$ cat config.mk
export PLATFORM = sky130hd
export DESIGN_NAME = adr_ctrl
export DESIGN_NICKNAME = d
export VERILOG_FILES = /design/src/adr_interval.v /design/src/adr_refresh_timer.v /design/src/adr_ctrl.v
export VERILOG_INCLUDE_DIRS = /design/src
export SDC_FILE = /design/constraint.sdc
export NUM_CORES = 1
export LEC_CHECK = 0
export ABC_CLOCK_PERIOD_IN_PS = 3100
export BUFFER_PORTS_ARGS = -buffer_cell sky130_fd_sc_hd__buf_4
export CAP_MARGIN = 5
export CORE_ASPECT_RATIO = 1.4
export CORE_MARGIN = 10
export CORE_UTILIZATION = 40
export CTS_CLUSTER_SIZE = 20
export DETAILED_ROUTE_END_ITERATION = 7
export GPL_TIMING_DRIVEN = 0
export PLACE_DENSITY = 0.6
export SLEW_MARGIN = 25
export SYNTH_ARGS = -nofsm -noshare
export SYNTH_HDL_FRONTEND = slang
export SYNTH_SLANG_ARGS = --single-unit
$ cat constraint.sdc
create_clock -name clk -period 3.1 [get_ports clk]
set_input_delay 0.62 -clock clk [delete_from_list [all_inputs] [get_ports clk]]
set_output_delay 0.62 -clock clk [all_outputs]
set_load 0.05 [all_outputs]
$ cat src/adr_consts.vh
// Timing, width and encoding constants for the strobe memory controller
`ifndef ADR_CONSTS_VH
`define ADR_CONSTS_VH

`define ADR_CLK_PERIOD_PS 8000
`define ADR_ADDR_BITS 18
`define ADR_PIN_BITS 9
`define ADR_ROW_COUNT 512
// Minimum intervals in picoseconds
`define ADR_ROW_PRECHARGE_TIME_PS 75000
`define ADR_ROW_PULSE_WIDTH_PS 80000
`define ADR_COLUMN_PULSE_WIDTH_PS 30000
`define ADR_ROW_TO_COLUMN_DELAY_PS 25000
`define ADR_ROW_ADDR_HOLD_PS 15000
`define ADR_COLUMN_PRECHARGE_PS 15000
`define ADR_REFRESH_SETUP_PS 10000
`define ADR_REFRESH_HOLD_PS 25000
`define ADR_ACCESS_FROM_ROW_STROBE_PS 80000
`define ADR_ACCESS_FROM_COLUMN_STROBE_PS 30000
`define ADR_ROW_TO_STORE_DELAY_PS 80000
`define ADR_COLUMN_TO_STORE_DELAY_PS 25000
`define ADR_STORE_PULSE_PS 15000
// Refresh interval and power-up pause
`define ADR_REFRESH_PERIOD_US 4000
`define ADR_POWER_UP_PAUSE_US 100
`define ADR_INIT_CYCLES 4'h8
`define ADR_CLK_MHZ 125
// Command encodings on req_op
`define ADR_OP_READ 2'h0
`define ADR_OP_WRITE 2'h1
`define ADR_OP_RMW 2'h2
`define ADR_CNT_BITS 20

`endif

$ cat src/adr_interval.v
// Down-counter that times one strobe interval
`timescale 1ns/10ps
`include "adr_consts.vh"

module adr_interval #(
  parameter W = `ADR_CNT_BITS
) (
  input wire clk,
  input wire sys_rst,
  input wire load,
  input wire [W-1:0] count,
  output wire done
);
  reg [W-1:0] remain;

  always @(posedge clk) begin
    if (sys_rst) begin
      remain <= {W{1'b0}};
    end else if (load) begin
      remain <= count;
    end else if (remain != {W{1'b0}}) begin
      remain <= remain - {{(W-1){1'b0}}, 1'b1};
    end
  end

  assign done = (remain == {W{1'b0}}) && !load;
endmodule

$ cat src/adr_refresh_timer.v
// Refresh interval timer raising a request until it is served
`timescale 1ns/10ps
`include "adr_consts.vh"

module adr_refresh_timer #(
  parameter W = `ADR_CNT_BITS,
  parameter [W-1:0] PERIOD = 20'd1
) (
  input wire clk,
  input wire sys_rst,
  input wire served,
  output reg due
);
  reg [W-1:0] tick;

  always @(posedge clk) begin
    if (sys_rst) begin
      tick <= {W{1'b0}};
      due <= 1'b0;
    end else begin
      if (tick >= PERIOD - {{(W-1){1'b0}}, 1'b1}) begin
        tick <= {W{1'b0}};
      end else begin
        tick <= tick + {{(W-1){1'b0}}, 1'b1};
      end
      // Set wins over the clear so no interval is lost
      if (tick >= PERIOD - {{(W-1){1'b0}}, 1'b1}) begin
        due <= 1'b1;
      end else if (served) begin
        due <= 1'b0;
      end
    end
  end
endmodule

$ cat src/adr_ctrl.v
// Controller that drives a multiplexed-strobe dynamic memory
`timescale 1ns/10ps
`include "adr_consts.vh"

// Function
// - 18-bit address as row then column
// - Row on row strobe, then column strobe
// - Cycle ends when both strobes high
// - Hold row strobe high for precharge
// - Never cut strobes short of pulse widths
// - Read keeps store strobe high throughout
// - Input bit valid before later falling edge
// - Early write: store before column strobe
// - Read-modify-write: store after column, data read
// - Refresh every row within each interval
// - Row-only refresh keeps column strobe high
// - Counter refresh: column before row strobe
// - Hidden refresh extends read, cycles row
// - Page mode cycles column strobe, row open
// - Power-up pause, then eight row cycles
// - Idle beyond interval needs eight cycles
module adr_ctrl #(
  parameter CW = `ADR_CNT_BITS,
  parameter [CW-1:0] POWER_UP_CYCLES = `ADR_POWER_UP_PAUSE_US * `ADR_CLK_MHZ,
  parameter [CW-1:0] REFRESH_CYCLES =
    (`ADR_REFRESH_PERIOD_US * `ADR_CLK_MHZ) / `ADR_ROW_COUNT,
  parameter [CW-1:0] IDLE_LIMIT_CYCLES = `ADR_REFRESH_PERIOD_US * `ADR_CLK_MHZ
) (
  input wire clk,
  input wire sys_rst,
  input wire req_valid,
  output wire req_ready,
  input wire [1:0] req_op,
  input wire [`ADR_ADDR_BITS-1:0] req_addr,
  input wire req_wdata,
  input wire req_page,
  input wire req_hidden_refresh,
  output reg rsp_valid,
  output reg rsp_rdata,
  output reg init_done,
  output reg row_strobe_n,
  output reg column_strobe_n,
  output reg store_strobe_n,
  output reg [`ADR_PIN_BITS-1:0] addr_pins,
  output reg serial_input_bit,
  input wire output_bit
);
  // ************************************************************
  // Interval counts
  // ************************************************************
  function [CW-1:0] cyc;
    input integer ps;
    integer t;
    begin
      t = (ps + `ADR_CLK_PERIOD_PS - 1) / `ADR_CLK_PERIOD_PS;
      cyc = t[CW-1:0];
      if (cyc == {CW{1'b0}}) cyc = {{(CW-1){1'b0}}, 1'b1};
    end
  endfunction

  localparam [CW-1:0] T_RP = cyc(`ADR_ROW_PRECHARGE_TIME_PS);
  localparam [CW-1:0] T_RAH = cyc(`ADR_ROW_ADDR_HOLD_PS);
  localparam [CW-1:0] T_RCD = cyc(`ADR_ROW_TO_COLUMN_DELAY_PS);
  localparam [CW-1:0] T_CAS = cyc(`ADR_COLUMN_PULSE_WIDTH_PS);
  localparam [CW-1:0] T_RAS = cyc(`ADR_ROW_PULSE_WIDTH_PS);
  localparam [CW-1:0] T_CP = cyc(`ADR_COLUMN_PRECHARGE_PS);
  localparam [CW-1:0] T_CSR = cyc(`ADR_REFRESH_SETUP_PS);
  localparam [CW-1:0] T_CHR = cyc(`ADR_REFRESH_HOLD_PS);
  localparam [CW-1:0] T_CWD = cyc(`ADR_COLUMN_TO_STORE_DELAY_PS);
  localparam [CW-1:0] T_WP = cyc(`ADR_STORE_PULSE_PS);
  localparam [CW-1:0] T_ACC = cyc(`ADR_ACCESS_FROM_ROW_STROBE_PS);

  // ************************************************************
  // States
  // ************************************************************
  localparam [3:0] S_PWR = 4'h0;
  localparam [3:0] S_INIT = 4'h1;
  localparam [3:0] S_IDLE = 4'h2;
  localparam [3:0] S_ROW = 4'h3;
  localparam [3:0] S_COL = 4'h4;
  localparam [3:0] S_ACC = 4'h5;
  localparam [3:0] S_STORE = 4'h6;
  localparam [3:0] S_CUP = 4'h7;
  localparam [3:0] S_PRE = 4'h8;
  localparam [3:0] S_CBR = 4'h9;
  localparam [3:0] S_CBR_ROW = 4'ha;
  localparam [3:0] S_CBR_END = 4'hb;
  localparam [3:0] S_WAIT_RAS = 4'hc;

  reg [3:0] state;
  reg [1:0] op;
  reg page;
  reg hidden;
  reg [3:0] init_left;
  reg [CW-1:0] idle_cnt;
  reg dq_meta;
  reg dq_sync;
  reg tim_load;
  reg [CW-1:0] tim_count;
  wire tim_done;
  reg ras_load;
  wire ras_done;
  reg refresh_served;
  wire refresh_due;

  adr_interval #(.W(CW)) u_step (
    .clk(clk),
    .sys_rst(sys_rst),
    .load(tim_load),
    .count(tim_count),
    .done(tim_done)
  );

  // Separate timer so row strobe pulse width spans the whole cycle
  adr_interval #(.W(CW)) u_row_width (
    .clk(clk),
    .sys_rst(sys_rst),
    .load(ras_load),
    .count(T_RAS),
    .done(ras_done)
  );

  adr_refresh_timer #(.W(CW), .PERIOD(REFRESH_CYCLES)) u_refresh (
    .clk(clk),
    .sys_rst(sys_rst),
    .served(refresh_served),
    .due(refresh_due)
  );

  // Read bit comes from a pin; two flops before use
  always @(posedge clk) begin
    if (sys_rst) begin
      dq_meta <= 1'b0;
      dq_sync <= 1'b0;
    end else begin
      dq_meta <= output_bit;
      dq_sync <= dq_meta;
    end
  end

  reg [`ADR_PIN_BITS-1:0] row_open;
  reg [`ADR_PIN_BITS-1:0] req_col;

  // Page flag of the previous request keeps the row open for this one
  wire page_hit = page && req_valid && !refresh_due &&
                  (req_addr[`ADR_ADDR_BITS-1:`ADR_PIN_BITS] == row_open);

  // Not ready when idle limit hits, else the request would be dropped
  assign req_ready = init_done && !refresh_due &&
                     ((state == S_IDLE && tim_done && idle_cnt < IDLE_LIMIT_CYCLES) ||
                      (state == S_CUP && tim_done && page_hit));

  // ************************************************************
  // Sequencer
  // ************************************************************
  always @(posedge clk) begin
    if (sys_rst) begin
      state <= S_PWR;
      op <= `ADR_OP_READ;
      page <= 1'b0;
      hidden <= 1'b0;
      init_left <= 4'h0;
      idle_cnt <= {CW{1'b0}};
      init_done <= 1'b0;
      rsp_valid <= 1'b0;
      rsp_rdata <= 1'b0;
      row_strobe_n <= 1'b1;
      column_strobe_n <= 1'b1;
      store_strobe_n <= 1'b1;
      addr_pins <= {`ADR_PIN_BITS{1'b0}};
      serial_input_bit <= 1'b0;
      row_open <= {`ADR_PIN_BITS{1'b0}};
      tim_load <= 1'b1;
      tim_count <= POWER_UP_CYCLES;
      ras_load <= 1'b0;
      refresh_served <= 1'b0;
    end else begin
      tim_load <= 1'b0;
      ras_load <= 1'b0;
      rsp_valid <= 1'b0;
      refresh_served <= 1'b0;
      // Long silence on row strobe forces re-initialisation
      if (state == S_IDLE && row_strobe_n && idle_cnt < IDLE_LIMIT_CYCLES) begin
        idle_cnt <= idle_cnt + {{(CW-1){1'b0}}, 1'b1};
      end else if (!row_strobe_n) begin
        idle_cnt <= {CW{1'b0}};
      end
      case (state)
        S_PWR: begin
          if (tim_done) begin
            init_left <= `ADR_INIT_CYCLES;
            state <= S_INIT;
          end
        end
        S_INIT: begin
          // Row-only cycles at the row left on addr_pins (zero after reset) serve as init cycles
          if (tim_done && row_strobe_n) begin
            if (init_left == 4'h0) begin
              init_done <= 1'b1;
              state <= S_IDLE;
            end else begin
              row_strobe_n <= 1'b0;
              ras_load <= 1'b1;
              tim_load <= 1'b1;
              tim_count <= T_RAS;
              init_left <= init_left - 4'h1;
            end
          end else if (tim_done) begin
            row_strobe_n <= 1'b1;
            tim_load <= 1'b1;
            tim_count <= T_RP;
          end
        end
        S_IDLE: begin
          page <= 1'b0;
          if (idle_cnt >= IDLE_LIMIT_CYCLES) begin
            init_done <= 1'b0;
            init_left <= `ADR_INIT_CYCLES;
            idle_cnt <= {CW{1'b0}};
            state <= S_INIT;
          end else if (tim_done && refresh_due) begin
            column_strobe_n <= 1'b0;
            tim_load <= 1'b1;
            tim_count <= T_CSR;
            state <= S_CBR;
          end else if (req_ready && req_valid) begin
            op <= req_op;
            page <= req_page;
            hidden <= req_hidden_refresh && req_op == `ADR_OP_READ;
            addr_pins <= req_addr[`ADR_ADDR_BITS-1:`ADR_PIN_BITS];
            row_open <= req_addr[`ADR_ADDR_BITS-1:`ADR_PIN_BITS];
            serial_input_bit <= req_wdata;
            store_strobe_n <= (req_op != `ADR_OP_WRITE);
            row_strobe_n <= 1'b0;
            ras_load <= 1'b1;
            tim_load <= 1'b1;
            tim_count <= T_RAH;
            state <= S_ROW;
          end
        end
        S_ROW: begin
          if (tim_done) begin
            addr_pins <= req_col;
            tim_load <= 1'b1;
            tim_count <= T_RCD - T_RAH;
            state <= S_COL;
          end
        end
        S_COL: begin
          if (tim_done) begin
            column_strobe_n <= 1'b0;
            tim_load <= 1'b1;
            // Early edge keeps access measured from row strobe
            tim_count <= (op == `ADR_OP_WRITE) ? T_CAS : T_ACC;
            state <= S_ACC;
          end
        end
        S_ACC: begin
          if (tim_done) begin
            if (op != `ADR_OP_WRITE) begin
              rsp_valid <= 1'b1;
              rsp_rdata <= dq_sync;
            end
            if (op == `ADR_OP_RMW) begin
              store_strobe_n <= 1'b0;
              tim_load <= 1'b1;
              tim_count <= T_WP + T_CWD;
              state <= S_STORE;
            end else if (hidden) begin
              row_strobe_n <= 1'b1;
              hidden <= 1'b0;
              tim_load <= 1'b1;
              tim_count <= T_RP;
              state <= S_CBR;
            end else begin
              state <= S_STORE;
            end
          end
        end
        S_STORE: begin
          // Column strobe rises only after both pulse widths met
          if (tim_done) begin
            column_strobe_n <= 1'b1;
            store_strobe_n <= 1'b1;
            tim_load <= 1'b1;
            tim_count <= T_CP;
            state <= S_CUP;
          end
        end
        S_CUP: begin
          if (page_hit && tim_done && req_valid) begin
            op <= req_op;
            page <= req_page;
            serial_input_bit <= req_wdata;
            store_strobe_n <= (req_op != `ADR_OP_WRITE);
            addr_pins <= req_addr[`ADR_PIN_BITS-1:0];
            tim_load <= 1'b1;
            tim_count <= {{(CW-1){1'b0}}, 1'b1};
            state <= S_COL;
          end else if (tim_done && (!page || !req_valid || !page_hit)) begin
            state <= S_WAIT_RAS;
          end
        end
        S_WAIT_RAS: begin
          if (ras_done) begin
            row_strobe_n <= 1'b1;
            tim_load <= 1'b1;
            tim_count <= T_RP;
            state <= S_PRE;
          end
        end
        S_PRE: begin
          page <= 1'b0;
          state <= S_IDLE;
        end
        S_CBR: begin
          if (tim_done) begin
            row_strobe_n <= 1'b0;
            ras_load <= 1'b1;
            tim_load <= 1'b1;
            tim_count <= T_CHR;
            refresh_served <= 1'b1;
            state <= S_CBR_ROW;
          end
        end
        S_CBR_ROW: begin
          if (tim_done) begin
            column_strobe_n <= 1'b1;
            tim_load <= 1'b1;
            tim_count <= T_CP;
            state <= S_CBR_END;
          end
        end
        S_CBR_END: begin
          if (tim_done) begin
            state <= S_WAIT_RAS;
          end
        end
        default: begin
          state <= S_IDLE;
        end
      endcase
    end
  end

  // Column half held from the accepted request
  always @(posedge clk) begin
    if (sys_rst) begin
      req_col <= {`ADR_PIN_BITS{1'b0}};
    end else if (state == S_IDLE && req_ready && req_valid) begin
      req_col <= req_addr[`ADR_PIN_BITS-1:0];
    end
  end
endmodule

==> results.cfg, run 1 <==
[worst_setup_path]
critPathCapture = row_strobe_n
setup.worst_path.start_class = register
reg2reg_depth = 8
worstSetupPathType = reg2reg
regToRegEndpoint = row_strobe_n
cp-startpoint = state[0]
critPathRequiredTime_ps = 3380
critPathMaxFanout = 10
crit_path_top_delay_cell = nor4_1
r2r_start = state[0]
endpoint_kind = register
slowest_delay_ps = 590
arrival_ps = 3260
r2r_slack_ps = 120
path_cells = buf_4 -> nor2_2 -> nand3_1 -> nor4_1 -> o21ai_1 -> buf_2 -> a2111oi_0 -> nor2_1

[global_route]
overflow = 0
gr-usage-all-layers_pct = 15.9
grt_pass1_vias = 5641
grt_max_degree = 17
antenna_found_initial = 0
grt_pass1_wl_um = 28200

[routing]
vias = 5673
post_drt_via_cell_ratio = 5.34
wl_per_cell_um = 15.8
route.detailed.drc = 0
postRouteAntennaNets = 0
dr.pass1.iters = 5
drt_wl_total_um = 16800
first_iter_violations = 356

[floorplan]
die_w_um = 129
core-area_sq_mm = 0.0162
die_h_um = 172
start_util_pct = 40.9
dieArea_sq_mm = 0.0222
rows = 55
io_pins = 44

[synthesis]
synth.area.top_cells = dfxtp_1 (41%), nor2_1 (8.2%), mux2i_1 (6.8%)
yosysMostFrequentCell = nor2_1
synthFlopType = dfxtp_1
synth-seq-area-share_pct = 41.3
synth_cell_types = 72
synth_area_sq_mm = 0.00664
syn_inst = 780
yosys_register_bits = 137
synth_edf_count = 0
syn_avg_cell_area_sq_um = 8.52
yosys_warnings = 0
synth_common_cells = nor2_1 (146), dfxtp_1 (137), nand2_1 (46)
yosys.area.top_type = dfxtp_1
async_reset_ff_share_pct = 0
synth.top_cell.area_share_pct = 41.3

[finish]
antenna_cells = 0
finalNonFillerCells = 1063
drive_gt1_share_pct = 12.4
area.growth.synth_to_final_pct = 18.7
fin_nets = 885

[timing]
relSlewSlack_pct = 42.3
fin_setup_tns_ps = 0
fin_crit_ps = 2980
final_max_slew_viol_count = 0
skew_ps = 9.15
worstMarginPinSlew_ps = 843
clock.fmax_mhz = 336
rsz0062_at_grt = no
setup_viol = 0
layout_worst_path_cycle_share_pct = 96.1
finalHoldViolCount = 0

[clock_network]
cts_buffer_depth = 2
root_buffer = clkbuf_16
clk_pin_slew_ps = 60
cts_tree = yes
cts_setup_buffers = 0
clock-sinks = 137
cts-htree-levels = 4
cts_inserted_buffers = 17
insertion_delay_ps = 430
hold_buffers = 0

[min_path]
hold_class = in2reg

[placed_design]
numPortBuffers = 43
hpwl_um = 12100
place.gp.congestion = 0.907
dp.cells = 1031

[pwr]
power_leakage_nw = 3.03
p_per_area_mw_per_mm2 = 866
ir_worst_vdd_v = 0.000448

[outcome]
status = finished, final reports clean

[job]
drv_cap = 0
[report_power, final]
group	total, mW	internal, mW	switching (mW)
registers	2.28	2.03	0.250
clock network	2.06	1.23	0.836
logic	2.49	1.02	1.47
[repair_timing]
item                       in CTS  in global routing
setup endpoints to repair       1                 11
pin swaps                       0                  1
hold endpoints to repair        0                  0
gates resized for setup         3                  3
[how the worst min path moves through the flow]
stage | start | endpoint | slack, ps | depth (start not counted)
after floorplan | dq_meta | dq_sync | 410 | 1
after detailed placement | dq_meta | dq_sync | 430 | 1
final | output_bit | dq_meta | 400 | 2
after CTS | output_bit | dq_meta | 400 | 2
after global placement | dq_meta | dq_sync | 430 | 1
after global routing | output_bit | dq_meta | 420 | 2
[flip-flops by register name, indices dropped and copies added (netlist names), 2 cells and up]
name                cells
u_row_width.remain     20
init_left               4
u_refresh.tick         20
u_step.remain          20
req_col                 9
addr_pins               9
op                      2
state                   4
tim_count               5
row_open                9
idle_cnt               20
[per-stage QoR]
step | worst slack, ps | total power [mW] | instance area (sq um) | hold slack, ps | utilization [%]
final | 121 | 6.83 | 7890 | 404 | 48.6
after global routing | 18.8 | 7.31 | 7890 | 418 | 48.6
after CTS | 25.5 | 6.87 | 7870 | 398 | 48.5
after detailed placement | 190 | 4.78 | 7250 | 426 | 44.6
after global placement | 140 | 4.76 | 7250 | 428 | 44.6
after floorplan | 757 | 4.21 | 6680 | 414 | -
[logic make-up after synthesis]
| group | after synthesis | synth area share (%) |
|---|---|---|
| fa+ha+maj | 7 | 1.32 |
| compound gates | 118 | 12.0 |
| xor+xnor | 63 | 8.31 |
| simple gates | 349 | 26.4 |
| mux | 47 | 7.12 |
| flops | 137 | 41.3 |
| buf+inv | 58 | 3.56 |
| other cells | 1 | 0.0564 |
[placed cells by master (no fill, tap or decap), drive strengths merged, types with 18 or more instances in the layout]
master,instances
nand3,32
nor2,147
o21ai,29
xor2,24
clkbuf,44
nand4,21
dfxtp,137
nor4,18
xnor2,39
a21oi,39
inv,28
nand2,46
buf,52
mux2i,45
[critical path: cells and delay by family (launching register included)]
family | cells | cell delay, ps
simple gates | 4 | 1290
compound gates | 2 | 740
buf+inv | 2 | 470
flops | 1 | 320
[metal layers]
metal / share of wire, % / GRT usage (%) / wire (um) / vias to the layer above
li1: - / - / - / 2879
met1: 43 / 17.8 / 7300 / 2640
met2: 49 / 27.4 / 8310 / 121
met3: 4.2 / 4.63 / 712 / 33
met4: 2.9 / 6.79 / 487 / 0
met5: 0 / 0 / 0 / -
[layout make-up]
type                            instances  area [sq um]
Tap cell                              199           249
Timing Repair Buffer                   43           323
Sequential cell                       137          2740
Inverter                               23          86.3
Buffer                                 35           155
Clock buffer                           18           439
Multi-Input combinational cell        594          3730
Clock inverter                         14           163
Fill cell                            1634          8360
Power figures use the tool's default switching activity.
==> inputs of run 2 (changes only) <==
CORE_UTILIZATION = 60   (was 40)
PLACE_DENSITY = 0.82   (was 0.6)
SYNTH_HIERARCHICAL = 1   (was unset)
==> run 2 against run 1 <==
Net effect:
- cell area is 8.4% higher
- sequential cell count stayed put
- sequential power is 6% lower
- critical path depth is 1 lower
- total power is 15% lower
- largest power group is now registers
- highest routed layer unchanged
==> results.cfg, run 2 <==
[global_route]
grt_pass1_wl_um = 31300
gr-usage-all-layers_pct = 22.3
overflow = 0
grt_pass1_vias = 6614
grt_max_degree = 17
antenna_found_initial = 0

[synthesis]
synth_common_cells = dfxtp_1 (137), nand2_1 (116), nor2_1 (104)
yosys.area.top_type = dfxtp_1
yosysMostFrequentCell = dfxtp_1
syn_inst = 895
synth.top_cell.area_share_pct = 38.4
yosys_register_bits = 137
yosys_warnings = 6
async_reset_ff_share_pct = 0
syn_avg_cell_area_sq_um = 7.98
synth_edf_count = 0
synth_cell_types = 72
synth_area_sq_mm = 0.00714
synth-seq-area-share_pct = 38.4
synth.area.top_cells = dfxtp_1 (38%), nand2_1 (6.1%), a21oi_1 (5.7%)
synthFlopType = dfxtp_1

[pwr]
power_leakage_nw = 3.15
pwr-share-clk_pct = 36.0
p_per_area_mw_per_mm2 = 681
p_total_mw = 5.82
pwr-share-seq_pct = 36.8
switching_power_mw = 1.96
p_comb_share_pct = 27.3
swShare_pct = 33.6
p_int_mw = 3.86
ir_worst_vdd_v = 0.000473

[floorplan]
start_util_pct = 60.7
core-area_sq_mm = 0.0118
die_w_um = 112
rows = 47
die_h_um = 149
io_pins = 44
dieArea_sq_mm = 0.0167

[worst_setup_path]
path_cells = or3_4 -> or3_4 -> or3_4 -> clkinv_8 -> buf_8 -> and4b_2 -> buf_8
critPathRequiredTime_ps = 2480
arrival_ps = 2440
r2r_start = u_step/remain[16]
cp-startpoint = u_step/remain[16]
worstSetupPathType = reg2out
crit_top_cell = or3_4
crit_path_top_delay_cell = or3_4
slowest_delay_ps = 390
endpoint_kind = primary output
critPathMaxFanout = 6
setup.worst_path.start_class = register

[placed_design]
placed_area_sq_mm = 0.00779
numPortBuffers = 43
hpwl_um = 13300
place.gp.congestion = 0.950

[timing]
fin_setup_tns_ps = 0
final_max_slew_viol_count = 0
clock.fmax_mhz = 326
layout_worst_path_cycle_share_pct = 98.9
skew_ps = 9.75
relSlewSlack_pct = 51.3
finalHoldViolCount = 0
worstMarginPinSlew_ps = 729
setup_viol = 0
fin_hold_ws_ps = 456
fin_crit_ps = 3060
rsz0062_at_grt = no

[finish]
area.growth.synth_to_final_pct = 19.7
ff_latch_area_sq_mm = 0.00275
utilization_pct = 72.7
final_cell_mix = dfxtp_1 (135), nand2_1 (116), nor2_1 (103)
fin_nets = 1038
drive_gt1_share_pct = 13.9
multi_input_area_sq_mm = 0.00424
design_area_sq_mm = 0.00855
fillCellCount = 947
antenna_cells = 0
final_common_cell = dfxtp_1

[min_path]
hp-start = req_col[3]
hold_class = reg2reg

[outcome]
status = finished, final reports clean

[routing]
dr.pass1.iters = 5
first_iter_violations = 510
post_drt_via_cell_ratio = 5.92
wl_per_cell_um = 16.3
vias = 6882
postRouteAntennaNets = 0
route.detailed.drc = 0
drt_wl_total_um = 18900

[clock_network]
insertion_delay_ps = 420
hold_buffers = 0
cts-htree-levels = 4
clock-sinks = 137
cts_inserted_buffers = 17
root_buffer = clkbuf_16
cts_tree = yes
clk_pin_slew_ps = 60
cts_buffer_depth = 2

[job]
drv_cap = 0
run 2: power by group through the flow:
| stage | logic (mW) | clock network, mW | registers [mW] |
|---|---|---|---|
| floorplan | 1.18 | 0 | 2.13 |
| global placement | 1.48 | 0 | 2.16 |
| detailed placement | 1.51 | 0 | 2.16 |
| CTS | 1.55 | 2.12 | 2.13 |
| global route | 1.77 | 2.19 | 2.16 |
| finish | 1.59 | 2.09 | 2.14 |
run 2: final timing paths:
path,endpoint,slack [ps],cells past startpoint
max,req_ready,40,7
min,req_col[3],460,2
min reg2reg,req_col[3],460,2
max reg2reg,addr_pins[1],100,11
run 2: critical path: cells and delay by family, from the launching register on:
kind / cells / cell delay [ps]
buffers and inverters: 3 / 330
DFF: 1 / 310
and+or+nand+nor: 4 / 1380
run 2: per-layer routing:
metal	share of wire (%)	global-route usage, %	wire length (um)
met5	0	0	0
met4	5.0	13.2	937
met3	5.1	4.99	955
met2	51	40.1	9680
met1	39	23.2	7330
run 2: kinds of logic after synthesis:
group | after synthesis | synth area share (%)
other cells | 3 | 0.158
flops | 137 | 38.4
fa+ha+maj | 8 | 1.40
mux | 22 | 3.08
buf+inv | 80 | 4.92
xor+xnor | 43 | 5.28
simple gates | 356 | 23.9
compound gates | 246 | 22.9
run 2: through the flow:
stage | setup WS, ps | std cells
after CTS | -43.7 | 1158
after detailed placement | -480 | 1123
after global routing | 3.02 | 1163
after floorplan | 62.0 | 933
final | 35.2 | 1163
after global placement | -454 | 1123
run 2: what timing repair did:
item,CTS,global route
setup buffers,4,5
pin swaps,4,4
endpoints found under the setup margin,38,25
cloned,0,0
gates resized for setup,15,7
hold endpoints to repair,0,0
run 2: area by class of cell:
type | count | share of cell area, %
Buffer | 51 | 2.85
Clock buffer | 17 | 4.98
Clock inverter | 15 | 2.21
Inverter | 28 | 1.43
Multi-Input combinational cell | 716 | 49.6
Sequential cell | 137 | 32.1
Tap cell | 147 | 2.15
Timing Repair Buffer | 52 | 4.65
==> inputs of run 3 (changes only) <==
ABC_CLOCK_PERIOD_IN_PS = 3000   (was 3100)
BUFFER_PORTS_ARGS = unset   (was -buffer_cell sky130_fd_sc_hd__buf_4)
DONT_BUFFER_PORTS = 1   (was unset)
PLACE_DENSITY = 0.79   (was 0.82)
clock period = 3 ns   (was 3.1 ns; I/O delays follow)
==> run 3 against run 2 <==
Net effect:
- critical path depth shrank 1
- non-clock buffer count shrank 40
- die area is the same
- cell count shrank 3.3%
- utilization shrank 1.9 points
- register-to-register slack lost 50 ps
- sequential share of layout area grew 0.88 points
- hold slack lost 150 ps
- combinational power is essentially flat
- critical path type unchanged
- critical endpoint unchanged
==> results.cfg, run 3 (synthesis gave the netlist of run 2 again) <==
[outcome]
status = finished, final reports clean

[worst_setup_path]
endpoint_kind = primary output
crit_top_cell = or3_4
critPathRequiredTime_ps = 2400
arrival_ps = 2370
crit_path_top_delay_cell = or3_4
worstSetupPathType = reg2out
critPathMaxFanout = 5
path_cells = or3_4 -> or3_4 -> or3_4 -> clkinv_8 -> buf_8 -> and4b_4
slowest_delay_ps = 380
setup.worst_path.start_class = register

[finish]
area.growth.synth_to_final_pct = 16.7
fillCellCount = 946
design_area_sq_mm = 0.00833
final_cell_mix = dfxtp_1 (134), nand2_1 (115), nor2_1 (103)
final_common_cell = dfxtp_1
drive_gt1_share_pct = 11.5
fin_nets = 999

[clock_network]
cts_tree = yes
cts_buffer_depth = 2
insertion_delay_ps = 420
cts_inserted_buffers = 17
clock-sinks = 137
clk_pin_slew_ps = 70
hold_buffers = 0
root_buffer = clkbuf_16
cts-htree-levels = 4

[placed_design]
placed_area_sq_mm = 0.00747
place_ws_ps = -462
numPortBuffers = 0
hpwl_um = 12900
place.gp.congestion = 0.988

[pwr]
p_per_area_mw_per_mm2 = 717
power_leakage_nw = 2.97
ir_worst_vdd_v = 0.000366

[floorplan]
core-area_sq_mm = 0.0118
start_util_pct = 60.7
die_w_um = 112
die_h_um = 149
io_pins = 44
dieArea_sq_mm = 0.0167
rows = 47

[global_route]
overflow = 0
gr-usage-all-layers_pct = 21.9
grt_pass1_wl_um = 30800
grt_max_degree = 17
antenna_found_initial = 1
grt_pass1_vias = 6367

[routing]
postRouteAntennaNets = 0
dr.pass1.iters = 7
vias = 6686
post_drt_via_cell_ratio = 5.94
wl_per_cell_um = 16.7
drt_wl_total_um = 18700
first_iter_violations = 518
route.detailed.drc = 0

[timing]
worstMarginPinSlew_ps = 737
relSlewSlack_pct = 50.8
clock.fmax_mhz = 337
fin_crit_ps = 2970
skew_ps = 13.8
timing.final.ws_setup_ps = 29.1
layout_worst_path_cycle_share_pct = 99.0
rsz0062_at_grt = yes
final_max_slew_viol_count = 0
finalHoldViolCount = 0
setup_viol = 0

[min_path]
hold_class = in2reg

[job]
drv_cap = 0
run 3: changes by cell type in the layout (fill, tap and decap cells not counted), moves of 2 or more:
cell	before	now
buf_4	53	17
clkbuf_1	32	30
clkinv_2	2	0
inv_8	1	4
run 3: critical path, delay by kind of cell (launching register included):
family / cells / cell delay, ps
simple gates: 4 / 1450
buf+inv: 2 / 180
flops: 1 / 320
run 3: metrics by stage:
stage	power [mW]	instances	hold WS (ps)	utilization [%]	TNS [ps]
6_report	5.97	1125	306	70.8	0
5_1_grt	6.29	1125	299	70.8	-20.4
4_1_cts	5.96	1122	294	70.1	-28.5
3_5_place_dp	3.75	1080	438	63.5	-8560
3_3_place_gp	3.71	1080	420	63.5	-7650
2_1_floorplan	3.42	933	414	-	0
run 3: where the power goes:
| part | switching (mW) | total [mW] | internal (mW) | leakage [nW] |
|---|---|---|---|---|
| registers | 0.200 | 2.22 | 2.02 | 1.12 |
| logic | 0.953 | 1.58 | 0.625 | 1.56 |
| clock network | 0.885 | 2.17 | 1.29 | 0.301 |
run 3: path summary, 6_finish.rpt:
check	end	slack, ps	depth (start not counted)	startpoint
min	req_col[8]	310	2	req_addr[8]
max	req_ready	30	6	u_step/remain[16]
min reg2reg	dq_sync	440	1	dq_meta
max reg2reg	addr_pins[5]	50	11	u_step/remain[16]
run 3: per-layer routing:
| metal | global-route usage, % | routed length, um | vias up |
|---|---|---|---|
| met5 | 0 | 0 | - |
| met4 | 11.4 | 822 | 0 |
| met3 | 6.44 | 1330 | 82 |
| met2 | 38.2 | 9340 | 234 |
| met1 | 23.3 | 7240 | 3078 |
| li1 | - | - | 3292 |
run 3: cell type report:
class / count / area, sq um / share of cell area (%)
clock inverter: 14 / 174 / 2.09
timing repair buffer: 14 / 105 / 1.26
multi-input combinational: 716 / 4310 / 51.7
buffer: 49 / 240 / 2.88
clock buffer: 18 / 439 / 5.27
timing repair inverter: 1 / 8.76 / 0.105
antenna: 1 / 2.50 / 0.0300
tap: 147 / 184 / 2.21
sequential: 137 / 2750 / 33.0
inverter: 28 / 123 / 1.47
run 3: timing repair:
item,CTS,global route
pin swaps,8,6
cloned,1,0
setup endpoints to repair,40,32
setup buffers,10,4
resized for setup,23,13
